$ cat src/logic/rpm_consts.vh
// Constants for the reset and power-mode sequencer
`ifndef RPM_CONSTS_VH
`define RPM_CONSTS_VH

// ==========================================================
// Register offsets
`define RPM_ADDR_W          4
`define RPM_OFF_PWRCTL      4'h0
`define RPM_OFF_STATUS      4'h1
`define RPM_OFF_SP          4'h2
`define RPM_OFF_DATA_POINTER_LO     4'h3
`define RPM_OFF_DATA_POINTER_HI     4'h4
`define RPM_OFF_PC_LO       4'h5
`define RPM_OFF_PC_HI       4'h6
`define RPM_OFF_PORT_LATCH  4'h7
`define RPM_OFF_RAM_FLAG    4'h8

// ==========================================================
// Power control fields
`define RPM_BIT_IDLE        0
`define RPM_BIT_PDOWN       1
`define RPM_BIT_GF0         2
`define RPM_BIT_GF1         3

// ==========================================================
// Reset values
`define RPM_RST_SFR         8'h00
`define RPM_RST_PORT        8'hff
`define RPM_RST_SP          8'h07
`define RPM_RST_WORD        16'h0000

// ==========================================================
// Timing
`define RPM_OSC_PER_MC      12
`define RPM_S5P2_PHASE      4'h9
`define RPM_PORT_HOLD_OSC   19
`define RPM_RST_MIN_MC      2

`endif

$ cat src/logic/rpm_sync.v
// Two-stage synchroniser for the reset pin
`timescale 1ns/1ps
module rpm_sync (
    // Clock and reset
    input  wire mclk,
    input  wire sys_rst,
    // Data
    input  wire async_in,
    output reg  sync_out
);
    reg meta;

    // ==========================================================
    // Synchroniser; first stage feeds only the second
    always @(posedge mclk or posedge sys_rst) begin
        if (sys_rst) begin
            meta     <= 1'b0;
            sync_out <= 1'b0;
        end else begin
            meta     <= async_in;
            sync_out <= meta;
        end
    end
endmodule

$ cat src/logic/rpm_phase.v
// Machine-cycle phase counter, one phase per oscillator period
`timescale 1ns/1ps
`include "rpm_consts.vh"
module rpm_phase (
    // Clock and reset
    input  wire       mclk,
    input  wire       sys_rst,
    // Control
    input  wire       osc_run,
    // Phase
    output reg  [3:0] phase,
    output wire       s5p2
);
    // ==========================================================
    // Counter; frozen when the oscillator is stopped
    always @(posedge mclk or posedge sys_rst) begin
        if (sys_rst) begin
            phase <= 4'h0;
        end else if (osc_run) begin
            if (phase == `RPM_OSC_PER_MC - 1)
                phase <= 4'h0;
            else
                phase <= phase + 4'h1;
        end
    end

    assign s5p2 = osc_run && (phase == `RPM_S5P2_PHASE);
endmodule

$ cat src/logic/rpm_core.v
// Reset and power-mode sequencer top level
`timescale 1ns/1ps
`include "rpm_consts.vh"

module rpm_core (
    // Clock and reset
    input  wire       mclk,
    input  wire       sys_rst,
    // Reset pin
    input  wire       rst_pin,
    // Register port
    input  wire [3:0] reg_addr,
    input  wire [7:0] reg_wdata,
    input  wire       reg_wr,
    input  wire       reg_rd,
    output reg  [7:0] reg_rdata,
    // Core side
    input  wire       irq_enabled,
    input  wire       ext_mem_mode,
    input  wire       core_ale,
    input  wire       core_program_store_strobe,
    input  wire       ram_req,
    output wire       cpu_clk_en,
    output wire       periph_clk_en,
    output wire       osc_run,
    output wire       ram_grant,
    output reg        sfr_reset,
    output wire       port_reset,
    // Bus strobes and port control
    output wire       ale_out,
    output wire       program_store_strobe_out,
    output wire       port0_float,
    output wire       port2_addr_en,
    output wire       port_freeze
);
    // ==========================================================
    // State machine
    localparam [3:0] ST_RUN   = 4'b0001;
    localparam [3:0] ST_IDLE  = 4'b0010;
    localparam [3:0] ST_PDOWN = 4'b0100;
    localparam [3:0] ST_RESET = 4'b1000;

    reg  [3:0] state;
    reg  [3:0] next_state;
    reg        idle_bit;
    reg        pdown_bit;
    reg        gflag0;
    reg        gflag1;
    reg  [7:0] stack_ptr;
    reg [15:0] data_pointer;
    reg [15:0] prog_counter;
    reg  [7:0] port_latch;
    reg        rst_sampled;
    reg  [4:0] hold_cnt;
    reg  [1:0] rst_mc_cnt;
    reg        ram_block;
    reg        idle_entered;
    wire       rst_sync;
    wire       s5p2;
    wire       pin_idle_clr;
    wire       run_wr;
    wire       pwrctl_wr;

    // ==========================================================
    // Decoding helper
    function is_reg;
        input [3:0] addr;
        input [3:0] off;
        begin
            is_reg = (addr == off);
        end
    endfunction

    // Pin is asynchronous; two flops cost up to two clocks of reset latency
    rpm_sync u_sync (
        .mclk     (mclk),
        .sys_rst  (sys_rst),
        .async_in (rst_pin),
        .sync_out (rst_sync)
    );

    // Phase count stops with the oscillator, so in power-down samples are taken only while the reset pin restarts it
    rpm_phase u_phase (
        .mclk    (mclk),
        .sys_rst (sys_rst),
        .osc_run (osc_run),
        .phase   (),
        .s5p2    (s5p2)
    );

    // Oscillator runs unless power-down; reset pin restarts it
    assign osc_run = (state != ST_PDOWN) || rst_sync;

    // ==========================================================
    // Reset pin sampling once per machine cycle
    always @(posedge mclk or posedge sys_rst) begin
        if (sys_rst) begin
            rst_sampled <= 1'b0;
        end else if (s5p2) begin
            rst_sampled <= rst_sync;
        end
    end

    // Pin level clears idle without waiting for the sampling point
    assign pin_idle_clr = rst_sync;

    // Port hold count: 19 oscillator periods after a high sample
    always @(posedge mclk or posedge sys_rst) begin
        if (sys_rst) begin
            hold_cnt <= 5'h00;
        end else if (!rst_sampled) begin
            hold_cnt <= 5'h00;
        end else if (hold_cnt != `RPM_PORT_HOLD_OSC) begin
            hold_cnt <= hold_cnt + 5'h01;
        end
    end
    assign port_reset = rst_sampled && (hold_cnt == `RPM_PORT_HOLD_OSC);

    // Consecutive machine cycles with reset sampled high
    always @(posedge mclk or posedge sys_rst) begin
        if (sys_rst) begin
            rst_mc_cnt <= 2'h0;
        end else if (s5p2) begin
            if (!rst_sync)
                rst_mc_cnt <= 2'h0;
            else if (rst_mc_cnt != `RPM_RST_MIN_MC)
                rst_mc_cnt <= rst_mc_cnt + 2'h1;
        end
    end

    // ==========================================================
    // Mode state machine
    // Power-down is tested before idle so both bits together stop the oscillator
    always @* begin
        next_state = state;
        case (state)
            ST_RUN: begin
                if (rst_mc_cnt == `RPM_RST_MIN_MC)
                    next_state = ST_RESET;
                else if (pdown_bit)
                    next_state = ST_PDOWN;
                else if (idle_bit)
                    next_state = ST_IDLE;
            end
            ST_IDLE: begin
                if (!idle_bit)
                    next_state = ST_RUN;
            end
            ST_PDOWN: begin
                if (rst_mc_cnt == `RPM_RST_MIN_MC)
                    next_state = ST_RESET;
            end
            ST_RESET: begin
                if (!rst_sampled)
                    next_state = ST_RUN;
            end
            default: next_state = ST_RUN;
        endcase
    end

    always @(posedge mclk or posedge sys_rst) begin
        if (sys_rst)
            state <= ST_RESET;
        else
            state <= next_state;
    end

    // Internal reset algorithm active while in reset state
    always @(posedge mclk or posedge sys_rst) begin
        if (sys_rst)
            sfr_reset <= 1'b1;
        else
            sfr_reset <= (next_state == ST_RESET);
    end

    // RAM blocked from idle exit by reset until the reset algorithm takes over
    always @(posedge mclk or posedge sys_rst) begin
        if (sys_rst) begin
            ram_block    <= 1'b0;
            idle_entered <= 1'b0;
        end else begin
            idle_entered <= (state == ST_IDLE);
            if (state == ST_RESET)
                ram_block <= 1'b0;
            else if (state == ST_IDLE && pin_idle_clr)
                ram_block <= 1'b1;
            else if (s5p2 && !rst_sync)
                ram_block <= 1'b0; // Pulse too short to reset must not lock RAM out
        end
    end
    // RAM has no reset path here, only access gating
    assign ram_grant = ram_req && !ram_block && (state == ST_RUN);

    // ==========================================================
    // Write decode; writes land only in run, so software cannot change a register in idle
    assign run_wr    = reg_wr && (state == ST_RUN);
    assign pwrctl_wr = run_wr && is_reg(reg_addr, `RPM_OFF_PWRCTL);

    // ==========================================================
    // Power control and reset-loaded registers
    always @(posedge mclk or posedge sys_rst) begin
        if (sys_rst) begin
            idle_bit     <= 1'b0;
            pdown_bit    <= 1'b0;
            gflag0       <= 1'b0;
            gflag1       <= 1'b0;
            stack_ptr    <= `RPM_RST_SP;
            data_pointer <= `RPM_RST_WORD;
            prog_counter <= `RPM_RST_WORD;
            port_latch   <= `RPM_RST_PORT;
        end else if (state == ST_RESET) begin
            idle_bit     <= 1'b0;
            pdown_bit    <= 1'b0;
            gflag0       <= 1'b0;
            gflag1       <= 1'b0;
            stack_ptr    <= `RPM_RST_SP;
            data_pointer <= `RPM_RST_WORD;
            prog_counter <= `RPM_RST_WORD;
            if (port_reset)
                port_latch <= `RPM_RST_PORT;
        end else begin
            // Hardware clears beat a software write in the same cycle
            if (pin_idle_clr || (state == ST_IDLE && irq_enabled))
                idle_bit <= 1'b0;
            else if (pwrctl_wr)
                idle_bit <= reg_wdata[`RPM_BIT_IDLE];
            if (pwrctl_wr) begin
                pdown_bit <= reg_wdata[`RPM_BIT_PDOWN];
                gflag0    <= reg_wdata[`RPM_BIT_GF0];
                gflag1    <= reg_wdata[`RPM_BIT_GF1];
            end
            if (run_wr) begin
                if (is_reg(reg_addr, `RPM_OFF_SP))
                    stack_ptr <= reg_wdata;
                if (is_reg(reg_addr, `RPM_OFF_DATA_POINTER_LO))
                    data_pointer[7:0] <= reg_wdata;
                if (is_reg(reg_addr, `RPM_OFF_DATA_POINTER_HI))
                    data_pointer[15:8] <= reg_wdata;
                if (is_reg(reg_addr, `RPM_OFF_PC_LO))
                    prog_counter[7:0] <= reg_wdata;
                if (is_reg(reg_addr, `RPM_OFF_PC_HI))
                    prog_counter[15:8] <= reg_wdata;
                if (is_reg(reg_addr, `RPM_OFF_PORT_LATCH))
                    port_latch <= reg_wdata;
            end
        end
    end

    // ==========================================================
    // Read port, data one cycle after the strobe
    // Unmapped offsets read as zero so software sees no stale value
    always @(posedge mclk or posedge sys_rst) begin
        if (sys_rst) begin
            reg_rdata <= 8'h00;
        end else if (reg_rd) begin
            case (reg_addr)
                `RPM_OFF_PWRCTL:     reg_rdata <= {4'h0, gflag1, gflag0, pdown_bit, idle_bit};
                `RPM_OFF_STATUS:     reg_rdata <= {ram_block, rst_sampled, 2'h0, state};
                `RPM_OFF_SP:         reg_rdata <= stack_ptr;
                `RPM_OFF_DATA_POINTER_LO:    reg_rdata <= data_pointer[7:0];
                `RPM_OFF_DATA_POINTER_HI:    reg_rdata <= data_pointer[15:8];
                `RPM_OFF_PC_LO:      reg_rdata <= prog_counter[7:0];
                `RPM_OFF_PC_HI:      reg_rdata <= prog_counter[15:8];
                `RPM_OFF_PORT_LATCH: reg_rdata <= port_latch;
                `RPM_OFF_RAM_FLAG:   reg_rdata <= {7'h00, idle_entered};
                default:             reg_rdata <= 8'h00;
            endcase
        end else begin
            reg_rdata <= 8'h00;
        end
    end

    // ==========================================================
    // Clock gating and pin states
    // Peripherals keep their clock in idle so an interrupt can still wake the core
    assign cpu_clk_en    = (state == ST_RUN) || (state == ST_RESET);
    assign periph_clk_en = (state != ST_PDOWN);
    // Strobes high in idle, low in power-down, else from the core
    assign ale_out  = (state == ST_IDLE) ? 1'b1 :
                      (state == ST_PDOWN) ? 1'b0 : core_ale;
    assign program_store_strobe_out = (state == ST_IDLE) ? 1'b1 :
                      (state == ST_PDOWN) ? 1'b0 : core_program_store_strobe;
    assign port0_float   = ext_mem_mode && ((state == ST_IDLE) || (state == ST_PDOWN));
    assign port2_addr_en = ext_mem_mode && (state == ST_IDLE);
    assign port_freeze   = (state == ST_IDLE) || (state == ST_PDOWN);
endmodule

$ cat config.mk
export PLATFORM = sky130hd
export DESIGN_NAME = rpm_core
export DESIGN_NICKNAME = d
export VERILOG_FILES = /design/src/logic/rpm_sync.v /design/src/logic/rpm_phase.v /design/src/logic/rpm_core.v
export VERILOG_INCLUDE_DIRS = /design/src /design/src/logic
export SDC_FILE = /design/constraint.sdc
export NUM_CORES = 1
export LEC_CHECK = 0
export BUFFER_PORTS_ARGS = -buffer_cell sky130_fd_sc_hd__buf_4
export CAP_MARGIN = 20
export CORE_ASPECT_RATIO = 1.1
export CORE_MARGIN = 3
export CORE_UTILIZATION = 26
export CTS_CLUSTER_DIAMETER = 30
export DETAILED_ROUTE_END_ITERATION = 7
export PLACE_DENSITY = 0.54
export SLEW_MARGIN = 10
export SYNTH_ARGS = -nofsm -noshare
export SYNTH_HDL_FRONTEND = slang
export SYNTH_SLANG_ARGS = --single-unit
$ cat constraint.sdc
create_clock -name mclk -period 2.6 [get_ports mclk]
set_input_delay 0.65 -clock mclk [delete_from_list [all_inputs] [get_ports mclk]]
set_output_delay 0.65 -clock mclk [all_outputs]
set_load 0.005 [all_outputs]
==> metrics.md <==
| Metric | Value |
|---|---|
| Max Freq | 0.403 GHz |
| CP max FO | 9 |
| Total global routing overflow | 0 |
| Total number of vias | 3167 |
| Worst-path clk slew | 0.06 ns |
| I/O Pins | 41 |
| Synthesized flop and latch total | 81 |
| Fin util | 0.328 |
| CP cell instances | or4b_4, or2_4, buf_4 |
| Total wire length | 10600 µm |
| Row cnt | 47 |
| EDFF count, synth | 0 |
| Commonest register cell after synthesis | dfrtp_1 |
| Register-to-Register Path Depth | 4 |
| CORE AREA | 15200 µm² |
| Max Cap Violations | 0 |
| Htree depth | 3 |
| Width of the die | 125 µm |
| Final hold vios | 0 |
| GP Congestion | 0.805 |
| Clock skew | 0.00779 ns |
| Clock buffer count from CTS | 9 |
| Fin crit share | 0.955 |
| Internal | 3.13 mW |
| Final Hold Slack | 0.347 ns |
| Vias in the first global route | 3252 |
| Hold Crit Start | u_sync.meta |
| Inst Count DP | 638 |
| Crit path required time | 1.95 ns |
| CP Class | reg2out |
| Leakage | 2.25 nW |
| Wirelength per Cell | 16.2 µm |
| GRT Util Overall | 0.131 |
| Switching part of the total | 0.329 |
| Register area share after synthesis | 0.505 |
| Worst slew pin tran | 0.616 ns |
| Syn_nets | 434 |
| Worst skew pair latency | 0.35 ns |
| Clk network pwr share | 0.258 |
| Layout Cells excl Fill | 654 |
| Most common cell after layout, fill and taps aside | dfrtp_1 |
| Outcome | finished, final reports clean |
| Critical Path End Type | output pin |
| Comb pwr share | 0.290 |
| Area grow syn2layout | 22.9% |
| Yosys warning count | 0 |
| Die area | 17100 µm² |
| DR pass1 iterations | 4 |
| Hold crit path type | reg2reg |
| Psw | 1.54 mW |
| IO buf count | 40 |
| Diodes inserted | 0 |
| Slew HR | 0.588 |
| Antenna violations before repair | 0 |
| Final nets | 479 |
| Count of final setup violators | 0 |
| CTS sink cnt | 81 |
| Post-route setup slack | 0.117 ns |
| Setup TNS | 0 ns |
| Part of the power in registers | 0.453 |
| Routed Antenna Nets | 0 |
| Root Driver | clkbuf_16 |
| Post-synthesis cell area | 4050 µm² |
| Cells after Synth | 408 |
| Largest net degree at the start of global routing | 45 |
| Crit path DAT | 1.83 ns |
| Dpl hpwl | 7620 µm |
| CTS Buffer Depth | 2 |
| Most frequent cells in the layout | 68 x dfrtp_1, 61 x buf_4, 52 x nand2_1 |
| Layout cells sized above 1 | 0.234 |
| Vias/cell | 4.84 |
| Peak supply drop | 0.289 mV |
| First-pass GRT wire length | 17500 µm |
| Hold Crit Depth | 0 |
| Post-route minimum period | 2.48 ns |
| Drt drc | 0 |
| Hold_buf cts | 0 |
| Max incr delay on CP | 0.60 ns |
| CP startpoint | state[0] |
| CP startpoint kind | register |
| Async S/R FF share, synth | 1.00 |
| Power per cell area | 938 nW/µm² |
| TritonCTS clock tree | built |
| Fin. max-slew vios | 0 |
| Dpl ws | 0.344 ns |
| Reg-to-reg startpoint | state[0] |
| RSZ-0062 raised after global routing | no |
| Initial core utilization | 0.267 |
| Mean post-synth cell area | 9.92 µm² |
| Initial DRC count | 190 |
| Slowest-stage cell, CP | or4b_4 |
| Die height | 137 µm |
| Synth unique cells | 54 |
-- power groups by stage --
stage	Sequential, mW	Combinational (mW)	Clock, mW
CTS	2.11	1.37	1.23
global route	2.18	1.53	1.29
floorplan	1.99	0.991	0
detailed placement	2.13	1.37	0
finish	2.11	1.35	1.20
global placement	2.11	1.31	0
-- cell type report --
type                    count  area, µm²
multi-input cells         290       1870
repair buffers             63        498
fillers                  1589      10200
clock inverters             5       30.0
well taps                 196        245
clock buffers              11        253
flip-flops and latches     81       2040
inverters                   8       33.8
-- synth_stat cells (all sizes together), types with 3 or more instances --
master   n  area share
nand3b   6       0.011
xnor2    5       0.011
nand2   53       0.050
a21oi    8      0.0099
nor3     4      0.0049
a22oi    3      0.0056
inv      8      0.0074
nor2b    7       0.011
mux2i   31       0.077
nand3   26       0.032
nor4b    3      0.0096
o22a     8       0.017
and3     3      0.0046
clkbuf  23       0.021
nor2    27       0.025
mux2     5       0.014
ha       4       0.012
buf      6      0.0062
and2     6      0.0093
dfstp   13       0.084
a22o     7       0.015
a31oi    7       0.011
dfrtp   68        0.42
o21ai   38       0.047
a221oi   3      0.0065
nand2b   5      0.0077
-- cell families after synthesis --
| family | Yosys count | synth area share |
|---|---|---|
| compound gates | 87 | 0.138 |
| xor+xnor | 6 | 0.0130 |
| fa+ha+maj | 4 | 0.0124 |
| buf+inv | 37 | 0.0349 |
| flops | 81 | 0.505 |
| mux | 37 | 0.0962 |
| simple gates | 156 | 0.201 |
-- path summary, 6_finish.rpt --
check                                  end  slack (ns)
max                                osc_run        0.12
min                        u_sync.sync_out        0.35
max reg2reg                  port_latch[1]        0.40
min reg2reg                u_sync.sync_out        0.35
max in group asynchronous    port_latch[1]        1.59
min in group asynchronous      hold_cnt[4]        0.38
-- through the flow --
stage	area (µm²)	total power, mW
2_1_floorplan	4050	2.98
3_3_place_gp	4680	3.42
3_5_place_dp	4680	3.50
4_1_cts	4970	4.72
5_1_grt	4970	5.00
6_report	4970	4.66
-- worst max-delay path, delay by kind of cell, from the launching register on --
family / cells / cell delay [ns]
buffers and inverters: 1 / 0.14
and+or+nand+nor: 2 / 0.88
DFF: 1 / 0.46
-- sequential cells by signal, indices dropped and copies added (netlist names) --
register,count
data_pointer,16
gflag0,1
gflag1,1
hold_cnt,5
idle_bit,1
idle_entered,1
pdown_bit,1
port_latch,8
prog_counter,16
ram_block,1
reg_rdata,8
rst_mc_cnt,2
rst_sampled,1
sfr_reset,1
stack_ptr,8
state,4
u_phase.phase,4
u_sync.meta,1
u_sync.sync_out,1
-- layer usage --
| metal | vias to the layer above | GRT usage | share of wire |
|---|---|---|---|
| met4 | 0 | 0.0434 | 0.017 |
| met5 | - | 0 | 0 |
| met2 | 59 | 0.224 | 0.50 |
| li1 | 1538 | - | - |
| met1 | 1559 | 0.163 | 0.45 |
| met3 | 11 | 0.0328 | 0.037 |
-- what timing repair did --
action	in CTS	in global routing
buffers inserted	0	0
setup endpoints to repair	1	1
gates resized for setup	1	1
Power figures use the tool's default switching activity.
